<file path="config.mk">
export PLATFORM = sky130hd
export DESIGN_NAME = mmps_sequencer
export DESIGN_NICKNAME = d
export VERILOG_FILES = /design/src/pkg/mmps_pkg.sv /design/src/mmps_sequencer.sv
export SDC_FILE = /design/constraint.sdc
export NUM_CORES = 1
export LEC_CHECK = 0
export BUFFER_PORTS_ARGS = -buffer_cell sky130_fd_sc_hd__buf_4
export CAP_MARGIN = 25
export CORE_MARGIN = 4
export CORE_UTILIZATION = 60
export CTS_CLUSTER_DIAMETER = 40
export CTS_CLUSTER_SIZE = 25
export DETAILED_ROUTE_END_ITERATION = 6
export PLACE_DENSITY = 0.89
export SLEW_MARGIN = 20
export SYNTH_ARGS = -nofsm -noshare
export SYNTH_HDL_FRONTEND = slang
export SYNTH_SLANG_ARGS = --single-unit
</file>
<file path="constraint.sdc">
create_clock -name clk_in -period 2.8 [get_ports clk_in]
set_clock_uncertainty 0.15 [all_clocks]
set_input_delay 0.14 -clock clk_in [delete_from_list [all_inputs] [get_ports clk_in]]
set_output_delay 0.14 -clock clk_in [all_outputs]
set_load 0.05 [all_outputs]
</file>
<file path="src/pkg/mmps_pkg.sv">
// Purpose: constants for the mains monitor and protection sequencer
// Assumes: 40 MHz clock
// Notes: times kept in their own units, cycle counts derived
package mmps_pkg;
  localparam int unsigned CLK_HZ = 40_000_000;
  localparam int unsigned TICK_MS = 1;
  localparam int unsigned TICK_CYC = CLK_HZ / 1000 * TICK_MS;
  localparam int unsigned BROWNOUT_MS = 30;
  localparam int unsigned HOLD_MS = 6;
  localparam int unsigned HOLD_BURST_MS = 97;
  localparam int unsigned NOMAINS_MS = 28;
  localparam int unsigned OTP_INT_NS = 4500;
  localparam int unsigned OTP_INT_CYC = (OTP_INT_NS * 40 + 999) / 1000;
  localparam int unsigned PROT_FILT_MS = 2;
  localparam int unsigned ONTIME_US = 55;
  localparam int unsigned ONTIME_CYC = ONTIME_US * 40;
  localparam int unsigned OPP_RUN_MS = 200;
  localparam int unsigned OPP_START_MS = 40;
  localparam int unsigned OVP_PULSES = 4;
  localparam int unsigned RESTART_MS = 100;
  localparam logic [1:0] MODE_QR = 2'h0;
  localparam logic [1:0] MODE_DCM = 2'h1;
  localparam logic [1:0] MODE_FR = 2'h2;
  localparam logic [1:0] MODE_BURST = 2'h3;
  typedef enum logic [4:0] {
    ST_OFF = 5'b0_0001,
    ST_WAIT = 5'b0_0010,
    ST_RUN = 5'b0_0100,
    ST_RESTART = 5'b0_1000,
    ST_HALT = 5'b1_0000
  } mmps_state_e;
endpackage : mmps_pkg

</file>
<file path="src/mmps_sequencer.sv">
// Purpose: start-up, mains monitoring, mode select and protection sequencing
// Assumes: all inputs synchronous to clk_in, comparator results as levels
// Notes: analog loops are outside; this block only decides and gates
`timescale 1ns/1ps
module mmps_sequencer #(
  parameter int unsigned TICK_CYCLES = mmps_pkg::TICK_CYC,
  parameter int unsigned RESTART_TICKS = mmps_pkg::RESTART_MS
) (
  // clock, reset, enable
  input wire logic clk_in,
  input wire logic reset_n_in,
  input wire logic clk_en_in,
  // mains sampling
  input wire logic above_brownin_in,
  input wire logic above_brownout_in,
  input wire logic above_mains_high_in,
  output logic mains_sense_pin_sink_out,
  output logic mains_sense_pin_charge_out,
  // supplies
  input wire logic lower_supply_pin_at_start_in,
  input wire logic lower_supply_pin_low_in,
  input wire logic lower_supply_pin_undervoltage_lockout_in,
  output logic circuits_enable_out,
  output logic upper_supply_pin_reg_out,
  output logic lower_supply_pin_dch_out,
  // control and power
  input wire logic protect_ok_in,
  input wire logic protect_det_in,
  input wire logic power_max_in,
  input wire logic in_regulation_in,
  input wire logic max_freq_in,
  input wire logic medium_power_in,
  input wire logic low_power_in,
  // switching events
  input wire logic gate_req_in,
  input wire logic demag_in,
  input wire logic valley_in,
  // faults
  input wire logic aux_open_in,
  input wire logic otp_int_in,
  input wire logic ovp_aux_in,
  input wire logic ovp_lower_supply_pin_in,
  input wire logic overpower_in,
  // outputs
  output logic gate_out,
  output logic soft_start_out,
  output logic [1:0] mode_out,
  output logic mains_present_out,
  output logic brownout_out
);
  mmps_pkg::mmps_state_e state_r;
  logic [15:0] tick_cnt_r;
  logic tick;
  logic sampling;
  logic [6:0] hold_cnt_r;
  logic prev_bi_r, prev_hi_r, slope;
  logic [4:0] noslope_cnt_r;
  logic [4:0] bo_cnt_r;
  logic bi_seen_r;
  logic [7:0] otp_cnt_r;
  logic [2:0] filt_cnt_r;
  logic [2:0] ovp_cnt_r;
  logic [7:0] opp_cnt_r;
  logic [11:0] on_cnt_r;
  logic [15:0] rst_cnt_r;
  logic started_r;
  logic armed_r;
  logic gate_prev_r, gate_rise;
  logic fault_restart, brownout_hit, ontime_hit, opp_hit;

  // --------------------------------------------------------------
  // 1 ms tick and sampling
  // --------------------------------------------------------------
  assign tick = (tick_cnt_r == 16'(TICK_CYCLES - 1));
  always_ff @(posedge clk_in) begin
    if (!reset_n_in) tick_cnt_r <= 16'h0000;
    else if (clk_en_in) tick_cnt_r <= tick ? 16'h0000 : tick_cnt_r + 16'h0001;
  end
  assign sampling = tick && (hold_cnt_r == 7'h00);
  assign slope = sampling && ((above_brownin_in && !prev_bi_r) ||
                              (above_mains_high_in && !prev_hi_r));
  always_ff @(posedge clk_in) begin
    if (!reset_n_in) begin
      prev_bi_r <= 1'b0;
      prev_hi_r <= 1'b0;
      bi_seen_r <= 1'b0;
    end else if (clk_en_in && sampling) begin
      prev_bi_r <= above_brownin_in;
      prev_hi_r <= above_mains_high_in;
      bi_seen_r <= above_brownin_in;
    end
  end
  // sampling suspension after mains detected
  always_ff @(posedge clk_in) begin
    if (!reset_n_in) hold_cnt_r <= 7'h00;
    else if (clk_en_in) begin
      if (slope)
        hold_cnt_r <= (mode_out == mmps_pkg::MODE_BURST) ?
                      7'(mmps_pkg::HOLD_BURST_MS) : 7'(mmps_pkg::HOLD_MS);
      else if (tick && hold_cnt_r != 7'h00) hold_cnt_r <= hold_cnt_r - 7'h01;
    end
  end
  always_ff @(posedge clk_in) begin
    if (!reset_n_in) noslope_cnt_r <= 5'h00;
    else if (clk_en_in) begin
      if (slope) noslope_cnt_r <= 5'h00;
      else if (tick && noslope_cnt_r != 5'(mmps_pkg::NOMAINS_MS))
        noslope_cnt_r <= noslope_cnt_r + 5'h01;
    end
  end
  assign mains_present_out = (noslope_cnt_r != 5'(mmps_pkg::NOMAINS_MS));
  always_ff @(posedge clk_in) begin
    if (!reset_n_in) mains_sense_pin_sink_out <= 1'b0;
    else if (clk_en_in) mains_sense_pin_sink_out <= sampling || !mains_present_out;
  end

  // --------------------------------------------------------------
  // brownout
  // --------------------------------------------------------------
  always_ff @(posedge clk_in) begin
    if (!reset_n_in) bo_cnt_r <= 5'h00;
    else if (clk_en_in) begin
      if (state_r != mmps_pkg::ST_RUN || (sampling && above_brownout_in))
        bo_cnt_r <= 5'h00;
      else if (tick && bo_cnt_r != 5'(mmps_pkg::BROWNOUT_MS))
        bo_cnt_r <= bo_cnt_r + 5'h01;
    end
  end
  assign brownout_hit = (bo_cnt_r == 5'(mmps_pkg::BROWNOUT_MS));
  assign brownout_out = brownout_hit;

  // --------------------------------------------------------------
  // protection qualification
  // --------------------------------------------------------------
  always_ff @(posedge clk_in) begin
    gate_prev_r <= reset_n_in ? (clk_en_in ? gate_out : gate_prev_r) : 1'b0;
  end
  assign gate_rise = gate_out && !gate_prev_r;
  always_ff @(posedge clk_in) begin
    if (!reset_n_in) otp_cnt_r <= 8'h00;
    else if (clk_en_in) otp_cnt_r <= !otp_int_in ? 8'h00 :
      (otp_cnt_r == 8'(mmps_pkg::OTP_INT_CYC) ? otp_cnt_r : otp_cnt_r + 8'h01);
  end
  always_ff @(posedge clk_in) begin
    if (!reset_n_in) filt_cnt_r <= 3'h0;
    else if (clk_en_in) begin
      if (protect_det_in) filt_cnt_r <= 3'h0;
      else if (tick && filt_cnt_r != 3'(mmps_pkg::PROT_FILT_MS + 1))
        filt_cnt_r <= filt_cnt_r + 3'h1;
    end
  end
  always_ff @(posedge clk_in) begin
    if (!reset_n_in) ovp_cnt_r <= 3'h0;
    else if (clk_en_in) begin
      if (!(ovp_aux_in || ovp_lower_supply_pin_in)) ovp_cnt_r <= 3'h0;
      else if ((protect_det_in ? gate_rise : tick) &&
               ovp_cnt_r != 3'(mmps_pkg::OVP_PULSES)) ovp_cnt_r <= ovp_cnt_r + 3'h1;
    end
  end
  always_ff @(posedge clk_in) begin
    if (!reset_n_in) opp_cnt_r <= 8'h00;
    else if (clk_en_in) begin
      if (!overpower_in || state_r != mmps_pkg::ST_RUN) opp_cnt_r <= 8'h00;
      else if (tick && !opp_hit) opp_cnt_r <= opp_cnt_r + 8'h01;
    end
  end
  assign opp_hit = opp_cnt_r >= (started_r ? 8'(mmps_pkg::OPP_START_MS)
                                          : 8'(mmps_pkg::OPP_RUN_MS));
  always_ff @(posedge clk_in) begin
    if (!reset_n_in) on_cnt_r <= 12'h000;
    else if (clk_en_in) on_cnt_r <= !gate_out ? 12'h000 :
      (ontime_hit ? on_cnt_r : on_cnt_r + 12'h001);
  end
  assign ontime_hit = (on_cnt_r == 12'(mmps_pkg::ONTIME_CYC));
  assign fault_restart = (otp_cnt_r == 8'(mmps_pkg::OTP_INT_CYC)) ||
    (filt_cnt_r == 3'(mmps_pkg::PROT_FILT_MS + 1)) ||
    (ovp_cnt_r == 3'(mmps_pkg::OVP_PULSES)) || opp_hit || ontime_hit ||
    (overpower_in && lower_supply_pin_undervoltage_lockout_in);

  // --------------------------------------------------------------
  // sequencer
  // --------------------------------------------------------------
  always_ff @(posedge clk_in) begin
    if (!reset_n_in) state_r <= mmps_pkg::ST_OFF;
    else if (clk_en_in) begin
      case (state_r)
        mmps_pkg::ST_OFF:
          if (lower_supply_pin_at_start_in) state_r <= mmps_pkg::ST_WAIT;
        mmps_pkg::ST_WAIT:
          if (aux_open_in) state_r <= mmps_pkg::ST_HALT;
          else if (protect_ok_in && bi_seen_r && power_max_in)
            state_r <= mmps_pkg::ST_RUN;
        mmps_pkg::ST_RUN:
          if (aux_open_in) state_r <= mmps_pkg::ST_HALT;
          else if (fault_restart) state_r <= mmps_pkg::ST_RESTART;
          else if (brownout_hit || lower_supply_pin_undervoltage_lockout_in)
            state_r <= mmps_pkg::ST_WAIT;
        mmps_pkg::ST_RESTART:
          if (rst_cnt_r == 16'(RESTART_TICKS)) state_r <= mmps_pkg::ST_WAIT;
        mmps_pkg::ST_HALT:
          if (!aux_open_in) state_r <= mmps_pkg::ST_OFF;
        default: state_r <= mmps_pkg::ST_OFF;
      endcase
    end
  end
  always_ff @(posedge clk_in) begin
    if (!reset_n_in) rst_cnt_r <= 16'h0000;
    else if (clk_en_in) begin
      if (state_r != mmps_pkg::ST_RESTART) rst_cnt_r <= 16'h0000;
      else if (tick && rst_cnt_r != 16'(RESTART_TICKS)) rst_cnt_r <= rst_cnt_r + 16'h0001;
    end
  end
  always_ff @(posedge clk_in) begin
    if (!reset_n_in) started_r <= 1'b1;
    else if (clk_en_in) begin
      if (state_r != mmps_pkg::ST_RUN) started_r <= 1'b1;
      else if (in_regulation_in) started_r <= 1'b0;
    end
  end

  // --------------------------------------------------------------
  // supplies and mode
  // --------------------------------------------------------------
  always_ff @(posedge clk_in) begin
    if (!reset_n_in) begin
      circuits_enable_out <= 1'b0;
      mains_sense_pin_charge_out <= 1'b0;
      upper_supply_pin_reg_out <= 1'b0;
      lower_supply_pin_dch_out <= 1'b0;
      soft_start_out <= 1'b0;
      mode_out <= mmps_pkg::MODE_QR;
    end else if (clk_en_in) begin
      circuits_enable_out <= (state_r != mmps_pkg::ST_OFF);
      mains_sense_pin_charge_out <= (state_r == mmps_pkg::ST_WAIT) ||
        (state_r == mmps_pkg::ST_RESTART) ||
        (state_r == mmps_pkg::ST_RUN && started_r);
      upper_supply_pin_reg_out <= lower_supply_pin_low_in;
      lower_supply_pin_dch_out <= (state_r == mmps_pkg::ST_RESTART);
      soft_start_out <= (state_r == mmps_pkg::ST_RUN) && started_r;
      if (low_power_in) mode_out <= mmps_pkg::MODE_BURST;
      else if (medium_power_in) mode_out <= mmps_pkg::MODE_FR;
      else if (max_freq_in) mode_out <= mmps_pkg::MODE_DCM;
      else mode_out <= mmps_pkg::MODE_QR;
    end
  end

  // --------------------------------------------------------------
  // gate drive
  // --------------------------------------------------------------
  always_ff @(posedge clk_in) begin
    if (!reset_n_in) armed_r <= 1'b0;
    else if (clk_en_in) begin
      if (gate_out) armed_r <= 1'b0;
      else if (demag_in && valley_in) armed_r <= 1'b1;
    end
  end
  always_ff @(posedge clk_in) begin
    if (!reset_n_in) gate_out <= 1'b0;
    else if (clk_en_in) begin
      if (state_r != mmps_pkg::ST_RUN || fault_restart || aux_open_in)
        gate_out <= 1'b0;
      else if (gate_out) gate_out <= gate_req_in;
      else gate_out <= gate_req_in && armed_r;
    end
  end

  // --------------------------------------------------------------
  // checks
  // --------------------------------------------------------------
  property p_gate_stop;
    @(posedge clk_in) disable iff (!reset_n_in)
      (clk_en_in && state_r != mmps_pkg::ST_RUN) |=> !gate_out;
  endproperty
  a_gate_stop: assert property (p_gate_stop) else $error("gate on outside run");
  property p_start;
    @(posedge clk_in) disable iff (!reset_n_in)
      ($rose(state_r == mmps_pkg::ST_RUN)) |-> $past(bi_seen_r) && $past(protect_ok_in);
  endproperty
  a_start: assert property (p_start) else $error("start without qualification");
  property p_aux;
    @(posedge clk_in) disable iff (!reset_n_in)
      (clk_en_in && aux_open_in && state_r == mmps_pkg::ST_RUN) |=> state_r == mmps_pkg::ST_HALT;
  endproperty
  a_aux: assert property (p_aux) else $error("aux open not halted");
  property p_ontime;
    @(posedge clk_in) disable iff (!reset_n_in)
      on_cnt_r <= 12'(mmps_pkg::ONTIME_CYC);
  endproperty
  a_ontime: assert property (p_ontime) else $error("on-time overrun");
  property p_disch;
    @(posedge clk_in) disable iff (!reset_n_in)
      (clk_en_in && !mains_present_out) |=> mains_sense_pin_sink_out;
  endproperty
  a_disch: assert property (p_disch) else $error("no discharge");
  property p_vreg;
    @(posedge clk_in) disable iff (!reset_n_in)
      clk_en_in |=> upper_supply_pin_reg_out == $past(lower_supply_pin_low_in);
  endproperty
  a_vreg: assert property (p_vreg) else $error("regulator enable wrong");
  property p_ovp;
    @(posedge clk_in) disable iff (!reset_n_in)
      (clk_en_in && !ovp_aux_in && !ovp_lower_supply_pin_in) |=> ovp_cnt_r == 3'h0;
  endproperty
  a_ovp: assert property (p_ovp) else $error("ovp count not cleared");
  property p_mode;
    @(posedge clk_in) disable iff (!reset_n_in)
      (clk_en_in && low_power_in) |=> mode_out == mmps_pkg::MODE_BURST;
  endproperty
  a_mode: assert property (p_mode) else $error("burst not selected");
endmodule : mmps_sequencer

</file>
==> metrics.csv <==
stage,metric,value,unit
outcome,status,completed,
critical_path,WP data arrival,2.66,ns
pwr,Reg power frac,57.7,%
yosys,"Net Count, Synth",687,
hold_path,Hold Crit Class,input pin to flip-flop,
timing,FMAX,394,MHz
pwr,cell-internal power,1.91,mW
pwr,Worst VDD drop,333,uV
detailed_routing,Post-route DRC,0,
finish,share of cells above drive strength 1,11.9,%
yosys,Area contributors post-synth,"dfxtp_1 (39%), ha_1 (5.0%), nor2_1 (4.9%), xor2_1 (4.0%), nand4_1 (3.8%)",
floorplan,die area,0.0104,mm^2
floorplan,chip width,102,um
floorplan,starting density of the core,61.1,%
clocking,CTS tree,built,
timing,Worst Max-Slew Pin Slew,0.710,ns
global_routing,vias in the first global route,4758,
critical_path,Crit path largest cell delay,0.66,ns
finish,Post-layout nets,746,
detailed_routing,DR iter-0 viols,354,
detailed_routing,antenna-violating nets left,0,
global_routing,first-pass GRT wire length,21.3,mm
yosys,Post-Synthesis Cells,642,
floorplan,IO Count,35,
pwr,Switch Pwr,0.666,mW
yosys,Post-synth EDFFs,0,
place,post-detail-place hpwl,9.15,mm
timing,min Tclk post-route,2.54,ns
critical_path,Crit Path Class,flip-flop to flip-flop,
pwr,Leakage Power,2.27,nW
timing,"Hold Vio Cnt, Final",0,
critical_path,crit path capture type,flip-flop,
timing,Final setup violation count,0,
clocking,Clock Tree Buf Depth,2,
critical_path,maximum fanout along the worst path,6,
timing,RSZ-0062 raised after global routing,false,
pwr,clock network power share,33.3,%
flow_run,max-cap violation count,0,
finish,FILL cells,669,
clocking,H-tree depth,3,
yosys,Synth Register Bits,102,
detailed_routing,vias per cell,6.19,
clocking,clock-pin slew on the worst setup and hold paths,0.09,ns
finish,# diodes,0,
clocking,CTS root buffer,clkbuf_8,
clocking,CTS Buf Count,9,
place,port bufs,34,
yosys,Async SR Flop Fraction,0,%
global_routing,largest net degree at the start of global routing,34,
yosys,mapped cell area,0.00530,mm^2
critical_path,critical-path cell list,inv_1 -> ha_1 -> or4b_2 -> nand4bb_1 -> and3_1 -> and2_1 -> a32o_1,
timing,Hold Worst Slack,0.0292,ns
detailed_routing,Vias,5035,
yosys,register area share after synthesis,38.5,%
timing,final setup TNS,0,ns
detailed_routing,DR WL/cell,15.7,um
pwr,PwrDens,422,mW/mm^2
yosys,Ys Warns,0,
clocking,Clock Sinks,102,
detailed_routing,Post-Route WL,12.8,mm
timing,Final Cycle Share,90.7,%
floorplan,core area,0.00868,mm^2
yosys,cell taking the most area after synthesis,dfxtp_1,
yosys,top cell type's share of synthesized area,38.5,%
global_routing,initial antenna violation count,0,
critical_path,Worst EP required,2.92,ns
yosys,Mapped Avg Cell Area,8.26,um^2
yosys,Netlist cell types,63,
place,Place WS,0.198,ns
pwr,sw frac,25.9,%
pwr,combinational share of power,9.0,%
detailed_routing,Detailed Routing Iterations Pass 1,5,
critical_path,Crit-path slowest cell,or4b_2,
critical_path,Critical Path Source Type,flip-flop,
place,GP Congestion,0.865,
finish,P&R area growth vs syn,15.2,%
global_routing,GR Overflow Total,0,
timing,Final Worst Setup Slack,0.261,ns
timing,max-slew violation count,0,
floorplan,Rows,34,
yosys,ys flop type,dfxtp_1,
timing,slew margin rel.,51.4,%
clocking,Clock Latency Late Sink,0.38,ns
global_routing,gr usage total,25.3,%
pwr,Final Power,2.58,mW
floorplan,die height,102,um
cells in the mapped netlist, types with 8 or more instances:
master / number
nor2_1: 69
and3_1: 11
clkbuf_1: 13
xnor2_1: 12
a31oi_1: 8
nor3_1: 13
or4_1: 13
mux2i_1: 14
nand3_1: 31
dfxtp_1: 102
ha_1: 21
a21oi_1: 35
or3_1: 15
xor2_1: 24
nand2_1: 53
nand4_1: 32
inv_1: 40
o21ai_0: 25
nor4_1: 10
flip-flops by register name, summed over array words and instances, names as in the netlist, 2 cells and up:
name           count
opp_cnt_r          8
otp_cnt_r          8
bo_cnt_r           5
ovp_cnt_r          3
tick_cnt_r        16
mode_out           2
on_cnt_r          12
state_r            5
hold_cnt_r         7
rst_cnt_r         16
filt_cnt_r         3
noslope_cnt_r      5
cell families after synthesis:
| kind of cell | count (synthesis) | share of synthesized area [%] |
|---|---|---|
| AOI/OAI and AO/OA | 110 | 12.9 |
| xor gates and xnor gates | 36 | 5.95 |
| adders and majority gates | 21 | 4.96 |
| buffers and inverters | 63 | 4.56 |
| DFF | 102 | 38.5 |
| muxes | 15 | 2.86 |
| and+or+nand+nor | 295 | 30.3 |
cells in the final DEF (no fill, tap or decap), drive strengths merged, types with 4 or more instances in the layout:
master / instances
nand2b: 5
o21ai: 27
and2: 6
xnor2: 12
dfxtp: 102
nand3: 31
and3: 11
or4: 14
or3: 15
a21oi: 35
or2: 7
mux2i: 14
nand4b: 5
clkinvlp: 4
clkbuf: 11
a31oi: 8
inv: 40
dlygate4sd3: 20
nand2: 53
nor3: 15
xor2: 24
nor4: 11
ha: 21
o211ai: 7
buf: 51
nand4: 32
o31ai: 6
nor2: 69
cell type report:
type	instances	area, um^2	share of cell area [%]
clock buffer	11	141	2.32
clock inverter	5	35.0	0.574
inverter	40	150	2.46
multi-input combinational	477	3020	49.4
sequential	102	2040	33.5
tap	108	135	2.21
timing repair buffer	71	583	9.55
repair_timing:
action                                 in CTS  in global routing
setup endpoints to repair                   0                  1
endpoints found under the hold margin      24                  0
resized for setup                           0                  0
hold buffers                               20                  0
buffers inserted                            0                  2
path summary, 6_finish.rpt:
kind | to | from | cells after the start | slack (ns)
max | hold_cnt_r[5]$_SDFFE_PN0P_ | hold_cnt_r[0]$_SDFFE_PN0P_ | 7 | 0.26
min | bo_cnt_r[4]$_SDFFE_PN0P_ | above_brownout_in | 4 | 0.03
max reg2reg | hold_cnt_r[5]$_SDFFE_PN0P_ | hold_cnt_r[0]$_SDFFE_PN0P_ | 7 | 0.26
min reg2reg | filt_cnt_r[2]$_SDFFE_PN0P_ | filt_cnt_r[2]$_SDFFE_PN0P_ | 2 | 0.32
critical path: cells and delay by family (launching register included):
kind | cells | cell delay, ns
adders and majority gates | 1 | 0.20
and+or+nand+nor | 4 | 1.47
AOI/OAI and AO/OA | 1 | 0.19
DFF | 1 | 0.36
buffers and inverters | 1 | 0.07
metrics by stage:
step           cell area [um^2]  instances  utilization, %
6_report                   6100        814            70.3
5_1_grt                    6100        814            70.3
4_1_cts                    6090        812            70.2
3_5_place_dp               5710        776            65.8
3_3_place_gp               5710        776            65.8
2_1_floorplan              5300        642               -
routing by layer:
| layer | vias to the layer above | share of wire, % | global-route usage, % |
|---|---|---|---|
| li1 | 2421 | - | - |
| met1 | 2423 | 41 | 30.6 |
| met2 | 163 | 50 | 44.2 |
| met3 | 28 | 5.8 | 4.51 |
| met4 | 0 | 2.6 | 11.0 |
| met5 | - | 0 | 0 |
power groups by stage:
stage	Clock, mW	Sequential (mW)	Combinational (mW)
2_1_floorplan	0	1.53	0.107
3_3_place_gp	0	1.52	0.200
3_5_place_dp	0	1.52	0.206
4_1_cts	0.870	1.49	0.229
5_1_grt	0.921	1.49	0.252
6_report	0.859	1.49	0.232
(Power assumes the default switching activity.)
